File: config.mk
export PLATFORM = sky130hd
export DESIGN_NAME = hpu_device_flat
export DESIGN_NICKNAME = d
export VERILOG_FILES = /design/src/hpu_pkg.sv /design/src/hpu_if.sv /design/src/hpu_device.sv /design/src/hpu_led_pattern.sv /design/src/flat_wrapper.sv
export SDC_FILE = /design/constraint.sdc
export NUM_CORES = 1
export LEC_CHECK = 0
export BUFFER_PORTS_ARGS = -buffer_cell sky130_fd_sc_hd__buf_2
export CAP_MARGIN = 20
export CORE_ASPECT_RATIO = 0.75
export CORE_MARGIN = 10
export CORE_UTILIZATION = 35
export DETAILED_ROUTE_END_ITERATION = 10
export MAX_ROUTING_LAYER = met4
export PLACE_DENSITY = 0.53
export SLEW_MARGIN = 20
export SYNTH_ARGS = -nofsm -noshare
export SYNTH_HDL_FRONTEND = slang
export SYNTH_HIERARCHICAL = 1
export SYNTH_SLANG_ARGS = --single-unit
File: constraint.sdc
create_clock -name i_clk -period 8.7 [get_ports i_clk]
set_clock_uncertainty 0.05 [all_clocks]
set_input_delay 0.435 -clock i_clk [delete_from_list [all_inputs] [get_ports i_clk]]
set_output_delay 0.435 -clock i_clk [all_outputs]
set_load 0.02 [all_outputs]
File: src/hpu_pkg.sv
package hpu_pkg;
   localparam int unsigned CLK_HZ = 125_000_000;
   localparam int unsigned ADDR_SETTLE_MS = 1000;
   localparam int unsigned ADDR_SETTLE_CYC = ADDR_SETTLE_MS * (CLK_HZ / 1000);
   localparam int unsigned CTRL_WAIT_MS = 1000;
   localparam int unsigned CTRL_WAIT_CYC = CTRL_WAIT_MS * (CLK_HZ / 1000);
   localparam int unsigned LED_ON_MS = 250;
   localparam int unsigned LED_ON_CYC = LED_ON_MS * (CLK_HZ / 1000);
   localparam int unsigned WINK_OFF_MS = 750;
   localparam int unsigned WINK_OFF_CYC = WINK_OFF_MS * (CLK_HZ / 1000);
   localparam int unsigned BLINK_OFF_MS = 250;
   localparam int unsigned BLINK_OFF_CYC = BLINK_OFF_MS * (CLK_HZ / 1000);
   localparam int unsigned FAN_TOL_PCT = 20;
   localparam int unsigned NUM_FANS = 2;
   localparam int unsigned NUM_INFO = 9;
   localparam logic [6:0] DEFAULT_ADDR = 7'h00;
   localparam logic [2:0] ADDR_LOW_ZERO = 3'h0;
   localparam logic [7:0] CMD_PASSWORD = 8'he0;
   localparam logic [7:0] CMD_BOOT = 8'he6;
   localparam logic [7:0] PW_COUNT = 8'h04;
   localparam logic [31:0] PW_WORD = 32'h55504744;
   localparam logic [7:0] BOOT_ENTER = 8'h01;
   localparam logic [7:0] BOOT_ERASE = 8'h02;
   localparam logic [7:0] BOOT_DONE = 8'h03;
   localparam logic [7:0] BOOT_EXIT = 8'h04;
   localparam logic [2:0] PW_LEN = 3'h6;
   localparam logic [2:0] BOOT_LEN = 3'h4;
   typedef enum logic [1:0] {
      HPU_LED_OFF = 2'b00,
      HPU_LED_WINK = 2'b01,
      HPU_LED_FAST = 2'b10,
      HPU_LED_ON = 2'b11
   } hpu_led_t;
   typedef enum logic [1:0] {
      HPU_APP = 2'b00,
      HPU_BOOT_GOOD = 2'b01,
      HPU_UPGRADING = 2'b10,
      HPU_FAIL = 2'b11
   } hpu_ustate_t;
endpackage
File: src/hpu_if.sv
interface hpu_if;
   import hpu_pkg::*;
   logic present;
   logic addr_valid;
   logic [6:0] bus_addr;
   logic byte_valid;
   logic byte_first;
   logic byte_last;
   logic [7:0] byte_data;
   logic broadcast;
   logic pec_ok;
   modport device (
      output present, addr_valid, bus_addr,
      input byte_valid, byte_first, byte_last, byte_data, broadcast, pec_ok
   );
   modport ctrl (
      input present, addr_valid, bus_addr,
      output byte_valid, byte_first, byte_last, byte_data, broadcast, pec_ok
   );
endinterface

File: src/hpu_device.sv
// Behaviour
// - address settles one second after insertion
// - default address low three bits zero
// - controller holds addressed commands while settling
// - device drives presence signal
// - controller waits one second after reinsertion
// - output starts at voltage-select pin level
// - fan speed spread over 20% warns
// - information alarms never shut output
// - boot loader until validated upgrade, reset (code: reset loads HPU_APP, and BOOT_EXIT also leaves after BOOT_ENTER alone)
// - controller upgrades one processor at time
// - fault indicator shows upgrade state
// - wink 0.25/0.75 s, fast 0.25/0.25 s
// - boot loader turns output off
// - password command with UPGD unlocks
// - execute only after PEC validated
module hpu_device
   import hpu_pkg::*;
#(
   parameter int unsigned SETTLE_CYC = ADDR_SETTLE_CYC
)(
   input wire logic i_clk,
   input wire logic i_rst,
   hpu_if.device bus,
   input wire logic [6:0] i_strap_addr,
   input wire logic [7:0] i_voltage_select_pin,
   input wire logic [7:0] i_fw_setpoint,
   input wire logic i_fw_set,
   input wire logic [15:0] i_fan_speed [NUM_FANS],
   input wire logic [NUM_INFO-1:0] i_info_alarm,
   input wire logic i_shutdown_fault,
   input wire logic i_enable,
   input wire logic i_erase_ok,
   input wire logic i_prog_ok,
   input wire logic i_validate_ok,
   output logic o_present,
   output logic [6:0] o_bus_addr,
   output logic o_addr_valid,
   output logic [7:0] o_setpoint,
   output logic o_output_on,
   output logic o_fan_warn,
   output logic [NUM_INFO-1:0] o_info_alarm,
   output logic o_unlocked,
   output logic o_in_boot,
   output logic o_fault_indicator
);
   typedef struct packed {
      logic [31:0] settle;
      logic addr_ok;
      logic [6:0] addr;
      logic [7:0] setpoint;
      logic fan_warn;
      logic [NUM_INFO-1:0] info;
      logic out_on;
      logic unlocked;
      hpu_ustate_t ust;
      logic pending;
      logic [2:0] idx;
      logic [7:0] cmd;
      logic [7:0] b1;
      logic [7:0] b2;
      logic [31:0] word;
      logic strap_done;
      logic present;
      logic fled;
      logic in_boot;
   } hpu_dev_t;
   hpu_dev_t s_q, s_d;
   hpu_led_t led_mode;
   logic led;
   logic fan_bad;
   logic [NUM_FANS-1:0] fan_over;
   logic [17:0] fmin;
   // spread check: max*100 > min*120
   // slowest fan is the reference, each fan is held against it
   always_comb begin
      fmin = 18'h3ffff;
      for (int i = 0; i < NUM_FANS; i++) begin
         if ({2'h0, i_fan_speed[i]} < fmin) begin
            fmin = {2'h0, i_fan_speed[i]};
         end
      end
   end
   genvar g;
   generate
      for (g = 0; g < NUM_FANS; g++) begin : g_fan
         assign fan_over[g] = (32'(i_fan_speed[g]) * 100) >
            (32'(fmin) * (100 + FAN_TOL_PCT));
      end
   endgenerate
   assign fan_bad = |fan_over;
   always_comb begin
      s_d = s_q;
      // settle timer, default address until done
      if (!s_q.addr_ok) begin
         if (s_q.settle == SETTLE_CYC - 1) begin
            s_d.addr_ok = 1'b1;
            s_d.addr = i_strap_addr;
         end else begin
            s_d.settle = s_q.settle + 32'h1;
         end
      end
      // hold pin level until firmware sets it
      if (i_fw_set) begin
         s_d.setpoint = i_fw_setpoint;
      end
      s_d.fan_warn = fan_bad;
      // warnings are only reported, they never gate the output
      s_d.info = i_info_alarm;
      s_d.out_on = i_enable && !i_shutdown_fault;
      // output forced off whenever the boot loader owns the part
      if (s_q.ust != HPU_APP) begin
         s_d.out_on = 1'b0;
      end
      if (s_q.ust == HPU_UPGRADING) begin
         if (!i_erase_ok || !i_prog_ok) begin
            s_d.ust = HPU_FAIL;
         end
      end
      // frame capture
      if (bus.byte_valid && s_q.addr_ok && !bus.broadcast) begin
         if (bus.byte_first) begin
            s_d.cmd = bus.byte_data;
            s_d.idx = 3'h1;
            s_d.pending = 1'b0;
         end else begin
            case (s_q.idx)
               3'h1: s_d.b1 = bus.byte_data;
               3'h2: s_d.b2 = bus.byte_data;
               default: s_d.word = {s_q.word[23:0], bus.byte_data};
            endcase
            s_d.idx = s_q.idx + 3'h1;
         end
         if (bus.byte_last) s_d.pending = 1'b1;
      end
      if (s_q.pending) begin
         s_d.pending = 1'b0;
         if (bus.pec_ok) begin
            if (s_q.cmd == CMD_PASSWORD && s_q.idx == PW_LEN &&
                s_q.b1 == PW_COUNT) begin
               // first letter in b2, the other three in the shift word
               s_d.unlocked = ({s_q.b2, s_q.word[23:0]} == PW_WORD);
            end else if (s_q.cmd == CMD_BOOT && s_q.unlocked &&
                         s_q.idx == BOOT_LEN) begin
               case (s_q.word[7:0])
                  BOOT_ENTER: s_d.ust = HPU_BOOT_GOOD;
                  BOOT_ERASE: s_d.ust = HPU_UPGRADING;
                  BOOT_DONE: s_d.ust = i_validate_ok ? HPU_BOOT_GOOD : HPU_FAIL;
                  BOOT_EXIT: if (s_q.ust == HPU_BOOT_GOOD) s_d.ust = HPU_APP;
                  default: s_d.ust = s_q.ust;
               endcase
            end
         end
      end
      // pin level taken once, unless firmware writes in that same cycle
      if (!s_q.strap_done) begin
         s_d.strap_done = 1'b1;
         if (!i_fw_set) begin
            s_d.setpoint = i_voltage_select_pin;
         end
      end
      s_d.present = 1'b1;
      // indicator registered so the pin comes straight from a flop
      s_d.fled = led;
      s_d.in_boot = (s_d.ust != HPU_APP);
   end
   always_comb begin
      case (s_q.ust)
         HPU_APP: led_mode = HPU_LED_OFF;
         HPU_BOOT_GOOD: led_mode = HPU_LED_WINK;
         HPU_UPGRADING: led_mode = HPU_LED_FAST;
         default: led_mode = HPU_LED_ON;
      endcase
   end
   hpu_led_pattern u_led (
      .i_clk(i_clk),
      .i_rst(i_rst),
      .i_mode(led_mode),
      .o_led(led)
   );
   always_ff @(posedge i_clk or posedge i_rst) begin
      if (i_rst) begin
         s_q <= '0;
      end else begin
         s_q <= s_d;
      end
   end
   // unsettled parts answer at the shared default address
   always_comb begin
      bus.present = s_q.present;
      bus.addr_valid = s_q.addr_ok;
      if (s_q.addr_ok) begin
         bus.bus_addr = s_q.addr;
      end else begin
         bus.bus_addr = {DEFAULT_ADDR[6:3], ADDR_LOW_ZERO};
      end
   end
   assign o_present = s_q.present;
   assign o_fault_indicator = s_q.fled;
   assign o_bus_addr = s_q.addr;
   assign o_addr_valid = s_q.addr_ok;
   assign o_setpoint = s_q.setpoint;
   assign o_output_on = s_q.out_on;
   assign o_fan_warn = s_q.fan_warn;
   assign o_info_alarm = s_q.info;
   assign o_unlocked = s_q.unlocked;
   assign o_in_boot = s_q.in_boot;
endmodule

File: src/hpu_led_pattern.sv
module hpu_led_pattern
   import hpu_pkg::*;
(
   input wire logic i_clk,
   input wire logic i_rst,
   input wire hpu_led_t i_mode,
   output logic o_led
);
   typedef struct packed {
      logic [31:0] cnt;
      logic led;
      hpu_led_t mode;
   } hpu_lp_t;
   hpu_lp_t s_q, s_d;
   logic [31:0] off_len;
   always_comb begin
      s_d = s_q;
      off_len = (i_mode == HPU_LED_WINK) ? WINK_OFF_CYC : BLINK_OFF_CYC;
      s_d.mode = i_mode;
      if (i_mode != s_q.mode) begin
         s_d.cnt = '0;
         s_d.led = (i_mode != HPU_LED_OFF);
      end else begin
         case (i_mode)
            HPU_LED_OFF: s_d.led = 1'b0;
            HPU_LED_ON: s_d.led = 1'b1;
            default: begin
               // on 0.25 s, off 0.75 s (wink) or 0.25 s (fast)
               if (s_q.led && s_q.cnt == LED_ON_CYC - 1) begin
                  s_d.led = 1'b0;
                  s_d.cnt = '0;
               end else if (!s_q.led && s_q.cnt == off_len - 1) begin
                  s_d.led = 1'b1;
                  s_d.cnt = '0;
               end else begin
                  s_d.cnt = s_q.cnt + 32'h1;
               end
            end
         endcase
      end
   end
   always_ff @(posedge i_clk or posedge i_rst) begin
      if (i_rst) begin
         s_q <= '0;
      end else begin
         s_q <= s_d;
      end
   end
   assign o_led = s_q.led;
endmodule

File: src/flat_wrapper.sv
// flat-port wrapper written by rule: the top's interface ports become plain ports
module hpu_device_flat import hpu_pkg::*;
#(
   parameter int unsigned SETTLE_CYC = ADDR_SETTLE_CYC
)
  (i_clk, i_rst, i_strap_addr, i_voltage_select_pin, i_fw_setpoint, i_fw_set, i_fan_speed, i_info_alarm, i_shutdown_fault, i_enable, i_erase_ok, i_prog_ok, i_validate_ok, o_present, o_bus_addr, o_addr_valid, o_setpoint, o_output_on, o_fan_warn, o_info_alarm, o_unlocked, o_in_boot, o_fault_indicator, bus_present, bus_addr_valid, bus_bus_addr, bus_byte_valid, bus_byte_first, bus_byte_last, bus_byte_data, bus_broadcast, bus_pec_ok);
  hpu_if bus_i ();
  input wire logic i_clk;
  input wire logic i_rst;
  input wire logic [6:0] i_strap_addr;
  input wire logic [7:0] i_voltage_select_pin;
  input wire logic [7:0] i_fw_setpoint;
  input wire logic i_fw_set;
  input wire logic [15:0] i_fan_speed[NUM_FANS];
  input wire logic [NUM_INFO-1:0] i_info_alarm;
  input wire logic i_shutdown_fault;
  input wire logic i_enable;
  input wire logic i_erase_ok;
  input wire logic i_prog_ok;
  input wire logic i_validate_ok;
  output logic o_present;
  output logic [6:0] o_bus_addr;
  output logic o_addr_valid;
  output logic [7:0] o_setpoint;
  output logic o_output_on;
  output logic o_fan_warn;
  output logic [NUM_INFO-1:0] o_info_alarm;
  output logic o_unlocked;
  output logic o_in_boot;
  output logic o_fault_indicator;
  output wire logic [$bits(bus_i.present)-1:0] bus_present;
  output wire logic [$bits(bus_i.addr_valid)-1:0] bus_addr_valid;
  output wire logic [$bits(bus_i.bus_addr)-1:0] bus_bus_addr;
  input wire logic [$bits(bus_i.byte_valid)-1:0] bus_byte_valid;
  input wire logic [$bits(bus_i.byte_first)-1:0] bus_byte_first;
  input wire logic [$bits(bus_i.byte_last)-1:0] bus_byte_last;
  input wire logic [$bits(bus_i.byte_data)-1:0] bus_byte_data;
  input wire logic [$bits(bus_i.broadcast)-1:0] bus_broadcast;
  input wire logic [$bits(bus_i.pec_ok)-1:0] bus_pec_ok;
  assign bus_present = bus_i.present;
  assign bus_addr_valid = bus_i.addr_valid;
  assign bus_bus_addr = bus_i.bus_addr;
  assign bus_i.byte_valid = bus_byte_valid;
  assign bus_i.byte_first = bus_byte_first;
  assign bus_i.byte_last = bus_byte_last;
  assign bus_i.byte_data = bus_byte_data;
  assign bus_i.broadcast = bus_broadcast;
  assign bus_i.pec_ok = bus_pec_ok;
  hpu_device #(.SETTLE_CYC(SETTLE_CYC)) u_core (.i_clk(i_clk), .i_rst(i_rst), .bus(bus_i), .i_strap_addr(i_strap_addr), .i_voltage_select_pin(i_voltage_select_pin), .i_fw_setpoint(i_fw_setpoint), .i_fw_set(i_fw_set), .i_fan_speed(i_fan_speed), .i_info_alarm(i_info_alarm), .i_shutdown_fault(i_shutdown_fault), .i_enable(i_enable), .i_erase_ok(i_erase_ok), .i_prog_ok(i_prog_ok), .i_validate_ok(i_validate_ok), .o_present(o_present), .o_bus_addr(o_bus_addr), .o_addr_valid(o_addr_valid), .o_setpoint(o_setpoint), .o_output_on(o_output_on), .o_fan_warn(o_fan_warn), .o_info_alarm(o_info_alarm), .o_unlocked(o_unlocked), .o_in_boot(o_in_boot), .o_fault_indicator(o_fault_indicator));
endmodule
Yosys cells after proc, flatten, opt, wreduce, memory -nomap -nowiden
Index checks and enable logic that the tools add are counted.
{"block": "word_totals", "reg_bits": 160, "input_bits": 85, "out_inout_bits": 40, "word_cells": 124}
{"block": "op_classes", "add_sub_neg": 4, "n_mul": 3, "n_lt_le_gt_ge": 3, "eq_ne": 21, "muxes": 34, "bitwise": 4, "n_reduce_logical": 34}
{"op": "two-way mux 32 bit", "n": 3}
{"op": "two-way mux 33 bit", "n": 2}
{"op": "adder 32 x 1 -> 32 bit (second input constant)", "n": 2}
{"op": "two-way mux 8 bit", "n": 8}
{"op": "two-way mux 60 bit", "n": 1}
{"op": "> comparator 23 x 25 -> 1 bit", "n": 2}
{"op": "two-way mux 48 bit", "n": 1}
{"op": "multiplier 16 x 5 -> 21 bit (second input constant)", "n": 2}
{"op": "equality test 32 x 25 -> 1 bit (second input constant)", "n": 1}
{"op": "equality test 32 x 27 -> 1 bit (second input constant)", "n": 1}
{"op": "equality test 32 x 31 -> 1 bit (second input constant)", "n": 1}
{"op": "equality test 32 bit", "n": 1}
{"op": "subtractor 27 x 1 -> 28 bit (second input constant)", "n": 1}
{"op": "two-way mux 27 bit", "n": 1}
{"op": "multiplier 16 x 4 -> 20 bit (second input constant)", "n": 1}
{"op": "equality test 8 x 2 -> 1 bit (second input constant)", "n": 2}
{"op": "equality test 8 x 3 -> 1 bit (second input constant)", "n": 2}
{"op": "equality test 8 bit (second input constant)", "n": 2}
{"op": "< comparator 16 bit", "n": 1}
{"op": "two-way mux 16 bit", "n": 1}
{"op": "two-way mux 2 bit", "n": 7}
{"op": "AND reduction 3 bit", "n": 4}
{"op": "logical AND 1 bit", "n": 9}
{"op": "equality test 8 x 1 -> 1 bit (second input constant)", "n": 1}
{"op": "other kinds (23)", "n": 46}

Depth between registers and ports, before layout
{"block": "depth", "ltp_word": 11, "mapped_depth": 32, "mapped_depth_nobuf": 31}

Modules after synthesis
Netlist, hierarchy kept.
{"mod": "hpu_device", "instances": 1, "cells_per_inst": 1194, "area_per_inst_um2": 11456.0, "seq_area_each_um2": 2927.8}
{"mod": "hpu_led_pattern", "instances": 1, "cells_per_inst": 214, "area_per_inst_um2": 2057.0, "seq_area_each_um2": 875.8}

Worst setup path after synthesis
Ideal clock, no wire load.
{"block": "synth_timing", "path_type": "input port to flip-flop", "from": "in i_fan_speed[17] (netlist bit)", "to": "reg u_core.s_q, in the netlist u_core/o_fan_warn", "t_arrival_ns": 6.574, "required_ns": 8.516, "slack_ns": 1.942, "stages": 31, "cell_sequence": "inv_1 -> ha_1 -> a21o_1 -> a21o_1 -> a21o_1 -> a21o_1 -> a21o_1 -> a41oi_2 -> buf_6 -> buf_2 -> mux2_2 -> fa_1 -> fa_1 -> inv_1 -> fa_1 -> nand2b_1 -> a21oi_1 -> o21ai_0 -> nand2b_1 -> a21o_1 -> a21oi_1 -> xor2_1 -> ha_1 -> o21ai_0 -> a211oi_1 -> a211o_1 -> and3b_1 -> a311oi_1 -> o211ai_1 -> a211oi_1 -> o32ai_1"}
{"block": "synth_via", "elab_chain_cells": 5, "elab_cells_between_ends": 7, "classes_between": "mul: 2; order compare: 3; mux: 1; reduce/logical: 1"}
{"element": "start, declared", "line": "flat_wrapper.sv:14", "rtl": "input wire logic [15:0] i_fan_speed[NUM_FANS];"}
{"element": "< comparator 16 bit", "line": "hpu_device.sv:79", "rtl": "if ({2'h0, i_fan_speed[i]} < fmin) begin"}
{"element": "two-way mux 16 bit", "line": "hpu_device.sv:79"}
{"element": "multiplier 16 x 4 -> 20 bit", "line": "hpu_device.sv:88", "rtl": "(32'(fmin) * (100 + FAN_TOL_PCT));"}
{"element": "> comparator 23 x 25 -> 1 bit", "line": "hpu_device.sv:87", "rtl": "assign fan_over[g] = (32'(i_fan_speed[g]) * 100) >"}
{"element": "OR reduction 2 bit (*)", "line": "hpu_device.sv:91", "rtl": "assign fan_bad = |fan_over;"}
{"element": "net u_core.fan_bad", "line": "hpu_device.sv:71", "rtl": "logic fan_bad;"}
{"element": "end signal, assigned", "line": "hpu_device.sv:183", "rtl": "s_q <= '0;"}
{"element": "end signal, assigned", "line": "hpu_device.sv:185", "rtl": "s_q <= s_d;"}
{"element": "end, declared", "line": "hpu_device.sv:68", "rtl": "hpu_dev_t s_q, s_d;"}
Mark *: on every way through the listed nets, which the timed path passes. The rest lies on a longest branch.
A chain may end at the register's enable or synchronous reset.

Worst setup path after layout
Ends and elaborated chain as after synthesis.

==> results.md <==
- Vias in the first global route: 10358
- Post-DP HPWL: 25800 um
- Critical Path Fanout Max: 13
- FF/Latch Area: 0.00380 mm^2
- Flop2flop setup slack: 5.79 ns
- I/O pin count: 125
- Mean Syn Cell Area: 9.60 um^2
- Yosys reg bits: 152
- Crit-path most repeated cell: a21o_1
- Clock sinks: 152
- Tightest Pin Transition: 1.01 ns
- Total detailed-routing wirelength: 31900 um
- Hold Path End: u_core/o_info_alarm[2]$_DFF_PP0_
- RSZ-0062 raised after global routing: no
- Starting Density: 0.354
- Max_cap viols: 0
- Share of flip-flops with an asynchronous set or reset: 1.00
- Layout area overhead: 12.0%
- Slew Limit Fails: 0
- Final hold violations: 0
- Hold Startpoint: i_info_alarm[2]
- WL per Instance: 15.7 um
- Critical Path RT: 8.96 ns
- Startpoint types: input port
- Multi-input gate area: 0.00871 mm^2
- Clk_lat worst skew: 0.44 ns
- Synth Flop Type: dfrtp_1
- Clock tree buffer depth: 2
- Tcrit/Tclk final: 0.822
- Status: finished clean
- Fin nets: 1822
- Pwr/cell area: 237 mW/mm^2
- CTS tree: yes
- Sw Share: 0.433
- Area leader, netlist: dfrtp_1
- Area of the die: 0.0469 mm^2
- RR Startpoint: u_core/s_q[65]$_DFF_PP0_
- Syn. warnings: 6
- Die W: 247 um
- Gr usage total: 0.142
- Drt first-iter violations: 580
- Crit Path Category: input port to register
- Setup Viol. Count Final: 0
- Peak Freq: 140 MHz
- # fillers: 3851
- Most frequent cells in the layout: ha_1, inv_1, dfrtp_1
- Sequential fraction of the synthesis area: 0.281
- ANT cells: 0
- Yosys cell types: 94
- Mapped Cells: 1408
- ANT nets after route: 0
- Hold path depth: 1
- Hold Path Class: input port to register
- Vias per cell: 5.00
- Antenna violations before repair: 0
- TritonCTS buffer count: 17
- Core area: 0.0382 mm^2
- Drt pass-1 iters: 5
- Cell area after synthesis: 0.0135 mm^2
- Global-route wire length before repair: 53000 um
- Flop pwr share: 0.201
- Number of port buffers: 124
- Vias: 10145
- Die H: 190 um
- Synthesized Nets: 1724
- Combinational Power Share: 0.580
- Internal: 2.03 mW
- R2R depth: 7
- P_sw: 1.55 mW
- DRC: 0
- Largest net degree at the start of global routing: 84
- Peak per-stage delay on the critical path: 0.57 ns
- WP data arrival: 7.41 ns
- Share of cells above drive strength 1: 0.170
- Relative slew slack: 0.325
- Dpl cell area: 0.0145 mm^2
- Crit. Startpoint: i_fan_speed[17]
- CTS root buffer: clkbuf_16
- H-tree Lvls: 4
- Post-CTS setup buffers: 0
- Nature of the critical path endpoint: register
- Setup_tns: 0 ns
- RePlAce Congestion: 0.874
- Post-synth top area share: 0.281
- Fin area: 0.0151 mm^2
- Post-synth EDFFs: 0
- R2r endpoint: u_core/u_led/s_q[12]$_DFFE_PP0P_
- Tot Pwr: 3.59 mW
- Peak VDD IR: 0.000154 V
- Post-route minimum period: 7.15 ns
- Worst hold slack: 0.0528 ns
- Rows: 62
- P_leak: 7.78 nW
- Power share of the clock group: 0.220
- Clock Pin Slew Worst Setup and Hold Paths: 0.07 ns
- Commonest non-fill, non-tap cell in the layout: ha_1
- CP max stage cell: a41oi_4
- Total grt overflow: 0
- Largest cells by area after synthesis: dfrtp_1, ha_1, fa_1
sequential cells by signal, indices dropped and copies added (netlist names):
name,flops
u_core/bus.addr_valid,1
u_core/o_in_boot,1
u_core/o_output_on,1
u_core/bus.present,1
u_core/o_bus_addr,7
u_core/o_info_alarm,9
u_core/o_fault_indicator,1
u_core/o_setpoint,8
u_core/o_unlocked,1
u_core/s_q,86
u_core/u_led/o_led,1
u_core/u_led/s_q,34
u_core/o_fan_warn,1
per-layer routing:
layer  track usage  share of wire  up-vias
met2         0.199           0.41      217
li1              -              -     5079
met5             -              0        -
met3        0.0230          0.040       25
met4        0.0285         0.0095        0
met1         0.211           0.54     4824
power groups by stage:
stage / sequential (mW) / clock [mW] / combinational, mW
3_3_place_gp: 0.734 / 0 / 2.01
4_1_cts: 0.720 / 0.813 / 2.07
2_1_floorplan: 0.735 / 0 / 1.56
5_1_grt: 0.720 / 0.843 / 2.36
6_report: 0.720 / 0.788 / 2.08
3_5_place_dp: 0.733 / 0 / 2.05
Yosys cell counts, drive strengths merged, types with 4 or more instances:
master and count:
or3 14, a31o 4, buf 37, and2 15, or4 8, a21oi 56
nand2 65, and4 5, o31a 4, xnor2 51, clkbuf 12, nor4b 7
a211oi 9, mux2i 20, nand4 39, o21bai 5, o21a 8, nor4 11
a21o 35, fa 44, ha 187, a31oi 8, mux2 58, dfrtp 152
o31ai 9, xor2 52, nand2b 19, and3 18, o21ai 48, o211ai 12
nor2 85, maj3 6, nand3 30, inv 185, or2 9, nor3 24
nor2b 9
per-stage QoR:
| step | setup slack [ns] | utilization | instances |
|---|---|---|---|
| floorplan | 1.94 | - | 1408 |
| global placement | 1.39 | 0.380 | 1998 |
| detailed placement | 1.19 | 0.380 | 1998 |
| CTS | 1.63 | 0.397 | 2031 |
| global route | 1.09 | 0.397 | 2031 |
| finish | 1.55 | 0.397 | 2031 |
final cells by class:
| type | instances | share of cell area |
|---|---|---|
| clock inverters | 15 | 0.0132 |
| clock buffers | 17 | 0.0281 |
| flip-flops and latches | 152 | 0.251 |
| multi-input cells | 1022 | 0.576 |
| repair buffers | 128 | 0.0434 |
| inverters | 185 | 0.0460 |
| well taps | 512 | 0.0423 |
logic make-up after synthesis:
family / Yosys count / synth area share
DFF: 152 / 0.281
and+or+nand+nor: 375 / 0.155
muxes: 78 / 0.0634
buffers and inverters: 234 / 0.0753
xor gates and xnor gates: 103 / 0.0673
other: 1 / 0.000278
AOI/OAI and AO/OA: 228 / 0.114
adders and majority gates: 237 / 0.243
critical path, delay by kind of cell:
| family | cells | cell delay (ns) |
|---|---|---|
| multiplexers | 1 | 0.39 |
| adder cells (fa/ha/maj) | 5 | 2.07 |
| XOR/XNOR | 1 | 0.26 |
| AO/OA/AOI/OAI | 17 | 3.33 |
| AND/OR/NAND/NOR | 3 | 0.50 |
| buffers and inverters | 4 | 0.40 |
what timing repair did:
action                                 in CTS  in global routing
resized for setup                           0                  0
hold buffers                                1                  0
endpoints found under the hold margin      17                  0
worst max path at each step:
stage	cells past startpoint	slack, ns	to
final	31	1.55	u_core/o_fan_warn$_DFF_PP0_
after global routing	31	1.09	u_core/o_fan_warn$_DFF_PP0_
after CTS	31	1.63	u_core/o_fan_warn$_DFF_PP0_
after detailed placement	31	1.19	u_core/o_fan_warn$_DFF_PP0_
after global placement	31	1.39	u_core/o_fan_warn$_DFF_PP0_
after floorplan	31	1.94	u_core/o_fan_warn$_DFF_PP0_
(Power assumes the default switching activity.)
